$ cat src/rtl/phy_diag_defines.svh
// Timing counts, widths and reset values of the maintenance block.
`ifndef PHY_DIAG_DEFINES_SVH
`define PHY_DIAG_DEFINES_SVH

`define CLK_PERIOD_NS 40
`define CHAIN_LEN 19
`define DIST_W 9
`define DIST_MAX 9'h1FF
`define DIST_RST 9'h000
`define CNT_W 16
`define BUSY_MAX_CYC 11'h44C
`define QUIET_TIME_NS 20000
`define QUIET_CYC ((`QUIET_TIME_NS + `CLK_PERIOD_NS - 1) / `CLK_PERIOD_NS)
`define TDR_PULSE_NS 80
`define TDR_PULSE_CYC ((`TDR_PULSE_NS + `CLK_PERIOD_NS - 1) / `CLK_PERIOD_NS)
`define LP_INTERVAL_MS 16
`define LP_LONG_MS 64
`define LP_INTERVAL_CYC ((`LP_INTERVAL_MS * 1000000) / `CLK_PERIOD_NS)
`define LP_LONG_CYC ((`LP_LONG_MS * 1000000) / `CLK_PERIOD_NS)

`endif

$ cat src/rtl/diag_pkg.sv
// Types shared by the maintenance block.
package diag_pkg;
	typedef enum logic [2:0] {
		ST_IDLE = 3'h0,
		ST_QUIET = 3'h1,
		ST_PULSE = 3'h3,
		ST_LISTEN = 3'h2,
		ST_DONE = 3'h6
	} diag_state_type;

	typedef enum logic [1:0] {
		RES_NORMAL = 2'h0,
		RES_OPEN = 2'h1,
		RES_SHORT = 2'h2,
		RES_INVALID = 2'h3
	} result_type;
endpackage

$ cat src/rtl/chain_if.sv
// Interface between the pin gathering logic and the nested gate chain.
`timescale 1ns/1ps
`include "phy_diag_defines.svh"
interface chain_if;
	logic [`CHAIN_LEN-1:0] pins;
	logic chain_end;
	modport gate (input pins, output chain_end);
	modport drive (output pins, input chain_end);
endinterface

$ cat src/rtl/nand_chain.sv
// Nested gate chain used for the board connection test.
`timescale 1ns/1ps
`include "phy_diag_defines.svh"
module nand_chain (
	chain_if.gate ch
);
	logic [`CHAIN_LEN-1:0] stage;

	// ****************************************
	// Chain stages
	// ****************************************
	assign stage[0] = ~ch.pins[0]; // [RL8]
	genvar i;
	generate
		for (i = 1; i < `CHAIN_LEN; i++) begin : g_stage
			assign stage[i] = ~(ch.pins[i] & stage[i-1]); // [RL8]
		end
	endgenerate
	assign ch.chain_end = ~stage[`CHAIN_LEN-1];
endmodule

$ cat src/rtl/pulse_timer.sv
// Divider that paces link pulses in the low-power no-link state.
`timescale 1ns/1ps
module pulse_timer #(
	parameter int unsigned INTERVAL_CYC = 400000,
	parameter int unsigned LONG_CYC = 1600000
) (
	input wire logic clk_sys,
	input wire logic sys_rst,
	input wire logic run,
	input wire logic long_sel,
	output logic tick
);
	localparam int CW = $clog2(LONG_CYC + 1);
	logic [CW-1:0] cnt;
	logic [CW-1:0] last;

	assign last = long_sel ? CW'(LONG_CYC - 1) : CW'(INTERVAL_CYC - 1);

	// ****************************************
	// Interval counter
	// ****************************************
	always_ff @(posedge clk_sys) begin
		if (sys_rst || !run) begin
			cnt <= '0;
			tick <= 1'b0;
		end else if (cnt >= last) begin
			cnt <= '0;
			tick <= 1'b1;
		end else begin
			cnt <= cnt + CW'(1);
			tick <= 1'b0;
		end
	end
endmodule

$ cat src/rtl/phy_diag_and_power_modes.sv
// Cable reflection test, board chain test and power modes of the transceiver.
// Contract
// RL1: Start bit launches test, clears when done.
// RL2: Host disables auto crossover, then polls start.
// RL3: Result codes normal, open, short, invalid.
// RL4: Unsilenced partner skips measurement, reports invalid.
// RL5: Fault distance is nine-bit unsigned count.
// RL6: Test pulse uses manually selected pair.
// RL7: Chain test entered by strap or software.
// RL8: Each pin feeds one gate; config pin outputs.
// RL9: Fixed chain order from management data to collision.
// RL10: Tester pulls inputs low in chain order.
// RL11: Each pulled input toggles the chain output.
// RL12: Power saving needs autonegotiation and no link.
// RL13: Power saving keeps transmitter, detector, PLL only.
// RL14: Energy detect down enabled by cleared bit.
// RL15: Optional PLL stop during energy detect down.
// RL16: Periodic link pulses sent while sleeping.
// RL17: Both low-power modes start disabled.
// RL18: Power-down leaves only management alive.
// RL19: Slow oscillator replaces reference clock input.
// RL20: Host exits slow oscillator in fixed order.
// RL21: Manual bit picks straight or crossed pairs.
// RL22: Results hold until next test completes.
`timescale 1ns/1ps
`include "phy_diag_defines.svh"
module phy_diag_and_power_modes #(
	parameter int unsigned LP_INTERVAL_CYC = `LP_INTERVAL_CYC,
	parameter int unsigned LP_LONG_CYC = `LP_LONG_CYC
) (
	input wire logic clk_sys,
	input wire logic sys_rst,
	input wire logic cable_test_start,
	input wire logic auto_xover_off,
	input wire logic mdix_select,
	input wire logic auto_xover_crossed,
	input wire logic line_quiet,
	input wire logic echo_seen,
	input wire logic echo_short,
	input wire logic power_save_en,
	input wire logic energy_detect_powerdown_n,
	input wire logic pll_auto_off,
	input wire logic power_down,
	input wire logic slow_osc_sel,
	input wire logic soft_reset,
	input wire logic long_pulse_interval,
	input wire logic autoneg_en,
	input wire logic link_up,
	input wire logic nand_strap,
	input wire logic nand_sw_en,
	input wire logic mdio_in,
	input wire logic mdc_in,
	input wire logic [3:0] rxd_in,
	input wire logic rx_dv_in,
	input wire logic rx_clk_in,
	input wire logic rx_er_in,
	input wire logic irq_out_pin_in,
	input wire logic tx_clk_in,
	input wire logic tx_en_in,
	input wire logic [3:0] txd_in,
	input wire logic status_lamp_a_in,
	input wire logic status_lamp_b_in,
	input wire logic col_in,
	output logic test_busy,
	output diag_pkg::result_type test_result,
	output logic [`DIST_W-1:0] fault_distance,
	output logic partner_hush,
	output logic tdr_pulse,
	output logic tdr_pair_crossed,
	output logic mdi_crossed,
	output logic nand_mode,
	output logic strap_cfg_one_out,
	output logic strap_cfg_one_oe_n,
	output logic rx_blocks_on,
	output logic tx_on,
	output logic energy_det_on,
	output logic pll_on,
	output logic clk_slow_sel,
	output logic link_pulse
);
	import diag_pkg::*;

	diag_state_type state;
	diag_state_type next_state;
	logic [`CNT_W-1:0] cnt;
	logic [`DIST_W-1:0] dist_cnt;
	logic abort;
	logic quiet_timeout;
	logic pulse_end;
	logic listen_end;
	logic strap_latched;
	logic no_link_idle;
	logic ps_eff;
	logic energy_detect_powerdown_eff;
	logic lp_tick;
	logic [10:0] busy_len;
	chain_if ch ();

	// ****************************************
	// Cable reflection test sequencer
	// ****************************************
	assign abort = soft_reset | power_down;
	assign quiet_timeout = !line_quiet && (cnt == `CNT_W'(`QUIET_CYC - 1));
	assign pulse_end = (cnt == `CNT_W'(`TDR_PULSE_CYC - 1));
	assign listen_end = echo_seen || (dist_cnt == `DIST_MAX);

	always_comb begin
		next_state = state;
		case (state)
			ST_IDLE: begin
				if (cable_test_start) begin
					next_state = ST_QUIET; // [RL1]
				end
			end
			ST_QUIET: begin
				if (line_quiet) begin
					next_state = ST_PULSE;
				end else if (quiet_timeout) begin
					next_state = ST_DONE; // [RL4]
				end
			end
			ST_PULSE: begin
				if (pulse_end) begin
					next_state = ST_LISTEN;
				end
			end
			ST_LISTEN: begin
				if (listen_end) begin
					next_state = ST_DONE;
				end
			end
			ST_DONE: begin
				next_state = ST_IDLE;
			end
			default: begin
				next_state = ST_IDLE;
			end
		endcase
		if (abort) begin
			next_state = ST_IDLE;
		end
	end

	always_ff @(posedge clk_sys) begin
		if (sys_rst) begin
			state <= ST_IDLE;
		end else begin
			state <= next_state;
		end
	end

	always_ff @(posedge clk_sys) begin
		if (sys_rst || next_state != state) begin
			cnt <= '0;
		end else if (state == ST_QUIET || state == ST_PULSE) begin
			cnt <= cnt + `CNT_W'(1);
		end
	end

	// The echo delay counts one step per clock; the host scales it to metres.
	always_ff @(posedge clk_sys) begin
		if (sys_rst || state != ST_LISTEN) begin
			dist_cnt <= `DIST_RST;
		end else if (!listen_end) begin
			dist_cnt <= dist_cnt + `DIST_W'(1); // [RL5]
		end
	end

	always_ff @(posedge clk_sys) begin
		if (sys_rst) begin
			test_busy <= 1'b0;
			partner_hush <= 1'b0;
			tdr_pulse <= 1'b0;
		end else begin
			test_busy <= next_state != ST_IDLE && next_state != ST_DONE; // [RL1]
			partner_hush <= next_state == ST_QUIET || next_state == ST_PULSE || next_state == ST_LISTEN;
			tdr_pulse <= next_state == ST_PULSE;
		end
	end

	// Results change only when a test completes.
	always_ff @(posedge clk_sys) begin
		if (sys_rst) begin
			test_result <= RES_NORMAL;
			fault_distance <= `DIST_RST;
		end else if (!abort && state == ST_QUIET && !line_quiet && quiet_timeout) begin
			test_result <= RES_INVALID; // [RL4] [RL22]
			fault_distance <= `DIST_RST;
		end else if (!abort && state == ST_LISTEN && echo_seen) begin
			test_result <= echo_short ? RES_SHORT : RES_OPEN; // [RL3] [RL22]
			fault_distance <= dist_cnt; // [RL5]
		end else if (!abort && state == ST_LISTEN && listen_end) begin
			test_result <= RES_NORMAL; // [RL3]
			fault_distance <= `DIST_RST;
		end
	end

	// ****************************************
	// Pair selection
	// ****************************************
	always_ff @(posedge clk_sys) begin
		if (sys_rst) begin
			tdr_pair_crossed <= 1'b0;
			mdi_crossed <= 1'b0;
		end else begin
			if (state == ST_IDLE && next_state == ST_QUIET) begin
				tdr_pair_crossed <= mdix_select; // [RL6]
			end
			mdi_crossed <= auto_xover_off ? mdix_select : auto_xover_crossed; // [RL21]
		end
	end

	// ****************************************
	// Board chain test
	// ****************************************
	always_ff @(posedge clk_sys) begin
		if (sys_rst) begin
			strap_latched <= nand_strap; // [RL7]
		end
	end

	assign ch.pins = {col_in, status_lamp_b_in, status_lamp_a_in, txd_in[3], txd_in[2], txd_in[1], txd_in[0],
		tx_en_in, tx_clk_in, irq_out_pin_in, rx_er_in, rx_clk_in, rx_dv_in,
		rxd_in[0], rxd_in[1], rxd_in[2], rxd_in[3], mdc_in, mdio_in}; // [RL9]

	nand_chain u_chain (
		.ch(ch.gate)
	);

	always_ff @(posedge clk_sys) begin
		if (sys_rst) begin
			nand_mode <= 1'b0;
			strap_cfg_one_out <= 1'b0;
			strap_cfg_one_oe_n <= 1'b1;
		end else begin
			nand_mode <= strap_latched | nand_sw_en; // [RL7]
			strap_cfg_one_out <= ch.chain_end; // [RL8] [RL11]
			strap_cfg_one_oe_n <= !(strap_latched | nand_sw_en);
		end
	end

	// ****************************************
	// Power modes
	// ****************************************
	assign no_link_idle = autoneg_en && !link_up;
	assign ps_eff = power_save_en && no_link_idle && !power_down; // [RL12]
	assign energy_detect_powerdown_eff = !energy_detect_powerdown_n && no_link_idle && !power_down; // [RL14]

	// Reset leaves every block running and both low-power modes off.
	always_ff @(posedge clk_sys) begin
		if (sys_rst) begin
			rx_blocks_on <= 1'b1; // [RL17]
			tx_on <= 1'b1;
			energy_det_on <= 1'b1;
			pll_on <= 1'b1;
			clk_slow_sel <= 1'b0;
		end else begin
			rx_blocks_on <= !(power_down || ps_eff || energy_detect_powerdown_eff); // [RL13] [RL18]
			tx_on <= !power_down; // [RL18]
			energy_det_on <= !power_down;
			pll_on <= !(power_down || (energy_detect_powerdown_eff && pll_auto_off)); // [RL15]
			clk_slow_sel <= slow_osc_sel; // [RL19]
		end
	end

	pulse_timer #(
		.INTERVAL_CYC(LP_INTERVAL_CYC),
		.LONG_CYC(LP_LONG_CYC)
	) u_timer (
		.clk_sys(clk_sys),
		.sys_rst(sys_rst),
		.run(ps_eff || energy_detect_powerdown_eff),
		.long_sel(long_pulse_interval),
		.tick(lp_tick)
	);

	always_ff @(posedge clk_sys) begin
		if (sys_rst) begin
			link_pulse <= 1'b0;
		end else begin
			link_pulse <= lp_tick && (ps_eff || energy_detect_powerdown_eff); // [RL16]
		end
	end

	// ****************************************
	// Test length watch
	// ****************************************
	always_ff @(posedge clk_sys) begin
		if (sys_rst || !test_busy) begin
			busy_len <= '0;
		end else if (busy_len != `BUSY_MAX_CYC) begin
			busy_len <= busy_len + 11'h001;
		end
	end
endmodule

$ cat config.mk
export PLATFORM = sky130hd
export DESIGN_NAME = phy_diag_and_power_modes
export DESIGN_NICKNAME = d
export VERILOG_FILES = /design/src/rtl/diag_pkg.sv /design/src/rtl/chain_if.sv /design/src/rtl/nand_chain.sv /design/src/rtl/pulse_timer.sv /design/src/rtl/phy_diag_and_power_modes.sv
export VERILOG_INCLUDE_DIRS = /design/src /design/src/rtl
export SDC_FILE = /design/constraint.sdc
export NUM_CORES = 1
export LEC_CHECK = 0
export ABC_AREA = 1
export BUFFER_PORTS_ARGS = -buffer_cell sky130_fd_sc_hd__buf_2
export CAP_MARGIN = 20
export CORE_MARGIN = 2
export CORE_UTILIZATION = 40
export CTS_CLUSTER_DIAMETER = 40
export CTS_CLUSTER_SIZE = 24
export DETAILED_ROUTE_END_ITERATION = 8
export PLACE_DENSITY = 0.6
export SKIP_LAST_GASP = 1
export SLEW_MARGIN = 20
export SYNTH_ARGS = -nofsm -noshare
export SYNTH_HDL_FRONTEND = slang
export SYNTH_SLANG_ARGS = --single-unit
$ cat constraint.sdc
create_clock -name clk_sys -period 2.4 [get_ports clk_sys]
set_clock_uncertainty 0.15 [all_clocks]
set_input_delay 0.24 -clock clk_sys [delete_from_list [all_inputs] [get_ports clk_sys]]
set_output_delay 0.24 -clock clk_sys [all_outputs]
set_load 0.02 [all_outputs]
Yosys cells after proc, flatten, opt, wreduce, memory -nomap -nowiden. Cells that the tools add are included.

Bits in registers: 75. Bits of input ports: 39. Output and inout port bits: 25. Word-level logic and storage cells: 133.

$add $sub $neg: 3. Bitwise logic cells: 38. Muxes and demuxes: 16. Reduce and logical (&&, ||, !) cells: 42. Order comparisons: 1. Equal/unequal tests: 12.

Operator list (number): $add 21x1->21 const B (1); $ge 21x21->1 (1); $mux 21 (1); $and 1x1->1 (18); $mux 3 (6); $mux 9 (2); $not 1->1 (18); $add 16x1->16 const B (1); $eq 16x1->1 const B (1); $eq 16x9->1 const B (1); $logic_and 1x1->1 (16); $eq 3x2->1 const B (4); $pmux 3 s4 (1); $logic_or 1x1->1 (11); $add 9x1->9 const B (1); $eq 9x9->1 const B (1); $logic_not 1->1 (9); $mux 2 (4); $eq 3x1->1 const B (2); $reduce_bool 3->1 (2); $reduce_or 2->1 (2); $logic_not 3->1 (1); $ne 3x2->1 const B (1); $ne 3x3->1 (1); other kinds (4) (6).

Logic depth before layout (Yosys ltp).
Depth after elaboration: 36. Mapped depth: 18. Gate-level depth less buffers: 18.

Hierarchy. Synthesis repeated with hierarchy kept, for this count alone.

Cell total of the unflattened synthesis: 543. Area total of the unflattened synthesis: 4005.1 µm².

By module, submodules not included: phy_diag_and_power_modes (area each 2562.5 µm², times used 1, cells each 323, seq. area each 1071.0 µm²); pulse_timer (area each 1366.3 µm², times used 1, cells each 201, seq. area each 440.4 µm²); nand_chain (area each 76.3 µm², times used 1, cells each 19, seq. area each 0.0 µm²).

Least setup slack after synthesis. No wires, ideal clock.

Kind: reg-to-reg. From: reg dist_cnt[0]. To: reg dist_cnt[7]. Cell stages (with the launch flop): 19. Buffers on the path: 0. Library setup time: 0.113 ns. Setup slack: 0.119 ns. Required time: 2.137 ns. Clock period less this slack: 2.281 ns. Arrival time: 2.018 ns. Cell sequence: dfxtp_1 -> ha_1 -> nand3_1 -> nor3_1 -> nand2_1 -> nor2_1 -> ha_1 -> nor2_1 -> inv_1 -> nor4_1 -> inv_1 -> nor2_1 -> inv_1 -> nor2_1 -> nand2_1 -> inv_1 -> nand3_1 -> nand2_1 -> nor2_1.

Longest elaborated chain between the ends: 2. Elaborated cells on any way between the ends: 3. Classes of those cells: 1 x add/sub; 1 x eq/ne; 1 x reduce/logical.

RTL lines: start, declared (RTL line phy_diag_and_power_modes.sv:86) `` logic [`DIST_W-1:0] dist_cnt; ``; start signal, assigned (RTL line phy_diag_and_power_modes.sv:163) `` dist_cnt <= `DIST_RST; ``; start signal, assigned (RTL line phy_diag_and_power_modes.sv:165) `` dist_cnt <= dist_cnt + `DIST_W'(1); ``; branches (longest 2 deep; another with $add 9x1->9).

Parallel ways; which one is timed is not known. A chain may end at the register's enable or synchronous reset.

Worst setup path after layout. Ends and elaborated chain as after synthesis.

==> impl_metrics.tcl <==
set metrics [dict create \
    synth_area_mm2 0.00359 \
    cp_top_family "simple AND/OR/NAND/NOR gates" \
    via_per_inst 4.89 \
    yosysWarnings 0 \
    place_inst 649 \
    placed_area_mm2 0.00407 \
    antenna_found_initial 0 \
    yosys-top-cells-area "dfxtp_1 41%, nand2_1 9.4%, nor2_1 6.4%" \
    syn_nets 531 \
    gp_congestion 0.871 \
    wl_mm 7.94 \
    worstPathMaxFanout 4 \
    dieHeight_um 98.8 \
    syn_inst 477 \
    synth_ff_type "dfxtp_1" \
    dp_hpwl_mm 5.87 \
    final_cell_area_mm2 0.00436 \
    p_per_area_mw_per_mm2 526 \
    detail_route.drc_violations 0 \
    syn_avg_cell_area_um2 7.53 \
    critical_path_buf_inv_count 4 \
    cts.sinks 75 \
    slew_violations 0 \
    cts_tree "done" \
    ys_seq_area_frac 0.421 \
    cts_max_level 3 \
    required_ns 2.48 \
    ys_ff_latch 75 \
    tns_ns 0 \
    reg2reg_from "dist_cnt[0]$_SDFFE_PP0N_" \
    period_share 0.947 \
    io_pins 64 \
    timing.hold.ws_ns 0.0216 \
    fp.coreArea_mm2 0.00872 \
    slowest_stage "dfxtp_2" \
    synth_top_cell_by_area "dfxtp_1" \
    instances_no_fill 674 \
    final_layout_size_suffix_gt1_frac 0.212 \
    dr.pass1.iters 4 \
    crit_path_cell_trace "ha_1, nand3_1, nor3_2, nand2_1, nor2_1, ha_1, nor2_4, inv_1, nor4_2, inv_1, nor2_1, inv_1, nor2_2, nand2_1, inv_1, nand3_1, nand2_1, nor2_1" \
    finalHoldViolCount 0 \
    hold_start "energy_detect_powerdown_n" \
    synth-edff-count 1 \
    slew_headroom 0.689 \
    cts_inserted_buffers 9 \
    grt_pass1_vias 3220 \
    yosys.area.top_type_share 0.412 \
    cap_viol_max_count 0 \
    die_area_mm2 0.00975 \
    grt_max_degree 17 \
    setup_viol 0 \
    synth_most_common_cell "nand2_1" \
    wire_per_inst_um 11.8 \
    critPathArrivalTime_ns 2.35 \
    synth-async-reset-ratio 0 \
    areaGrowthSynthToFinish_pct 21.5 \
    setup_ws_ns 0.128 \
    startpoint_type "flip-flop" \
    grt_util_all_layers 0.170 \
    p_total_mw 2.29 \
    peakVddDrop_v 0.000312 \
    critPathCaptureType "flip-flop" \
    hold_path_class "primary input to flip-flop" \
    cts_max_path_buffers 2 \
    worstMarginPinSlew_ns 0.465 \
    diodes 0 \
    nFillCells 881 \
    antenna_left 0 \
    ys_types 35 \
    fmax_ghz 0.440 \
    grt_pass1_wl_mm 13.8 \
    p_leak_nw 1.77 \
    outcome "completed" \
    grt_overflow 0 \
    cts-root-buf "clkbuf_8" \
    num_rows 34 \
    clk-insertion-delay-late_ns 0.34 \
    final_nets 615 \
    initial_utilization 0.412 \
    die_w_um 98.8 \
    vias 3295 \
    final_util 0.500 \
    netlist_top_cells_count "90 x nand2_1, 74 x dfxtp_1, 61 x nor2_1, 53 x inv_1" \
    crit_start "dist_cnt[0]$_SDFFE_PP0N_" \
    cts.clk_slew.worst_paths_ns 0.07 \
    place_ws_ns 0.0235 \
    port_buffers 63 \
    crit_type "flip-flop to flip-flop" \
    cpMostUsedCell "inv_1" \
    max_stage_delay_ns 0.34 \
    finalCriticalPeriod_ns 2.27 \
    drt_iter0_drc 88 \
]
==> final cells by class <==
class	instances	area, µm²	share of cell area
tap	108	135	0.0310
inverter	61	229	0.0525
clock buffer	14	163	0.0373
timing repair buffer	81	474	0.109
clock inverter	2	10.0	0.00229
sequential	75	1510	0.347
multi-input combinational	333	1840	0.422
==> flip-flops by register name (all words and copies together) (netlist names), 2 cells and up <==
register / count
fault_distance: 9
u_timer.cnt: 21
dist_cnt: 9
state: 3
test_result: 2
cnt: 16
==> power by group <==
group / internal [mW] / total [mW] / leakage [nW] / switching [mW]
Sequential: 1.26 / 1.27 / 0.609 / 0.00595
Combinational: 0.0703 / 0.164 / 1.07 / 0.0940
Clock: 0.431 / 0.863 / 0.0905 / 0.433
==> cells by family after synthesis <==
logic type	after synthesis	synth area share
compound gates	57	0.0867
flops	75	0.421
xor+xnor	19	0.0463
fa+ha+maj	15	0.0522
simple gates	242	0.319
buf+inv	69	0.0745
==> worst reg2reg max path: stages (launching register included) <==
cell and delay, ns:
dfxtp_2 0.34, ha_1 0.21, nand3_1 0.10, nor3_2 0.05, nand2_1 0.06, nor2_1 0.04, ha_1 0.20, nor2_4 0.12
inv_1 0.09, nor4_2 0.15, inv_1 0.09, nor2_1 0.09, inv_1 0.06, nor2_2 0.09, nand2_1 0.08, inv_1 0.08
nand3_1 0.06, nand2_1 0.07, nor2_1 0.04
==> cell usage in the layout, fill, tap and decap left out, types with 7 or more instances in the layout <==
cell type,count
nand2_1,90
dfxtp_1,73
buf_2,63
nor2_1,59
inv_1,52
a21oi_1,29
nor3_1,28
nand3_1,17
xor2_1,16
ha_1,15
nand4_1,13
o21ai_0,11
clkbuf_8,11
buf_4,9
inv_2,8
dlygate4sd3_1,8
nor3b_1,7
==> worst paths after layout <==
check                           slack, ns                        to  cells after the start
worst max-delay path                 0.13  dist_cnt[7]$_SDFFE_PP0N_                     18
worst min-delay path                 0.02         pll_on$_SDFF_PP1_                      3
worst max register to register       0.13  dist_cnt[7]$_SDFFE_PP0N_                     18
worst min register to register       0.26     link_pulse$_SDFF_PP0_                      2
==> repair_timing <==
item                                    4_1_cts  5_1_grt
hold buffers                                  8        0
resized for setup                             1       10
setup buffers                                 0        0
endpoints found under the setup margin        1       19
cloned                                        0        1
hold endpoints to repair                      7        0
pin swaps                                     0        1
==> routing by layer <==
metal | GRT usage | vias to the layer above | wire (µm)
met1 | 0.205 | 1495 | 3630
met2 | 0.294 | 59 | 3820
met3 | 0.0433 | 17 | 326
li1 | - | 1724 | -
met4 | 0.0580 | 0 | 159
met5 | 0 | - | 0
Note: power is estimated with default switching activity, not from simulation.
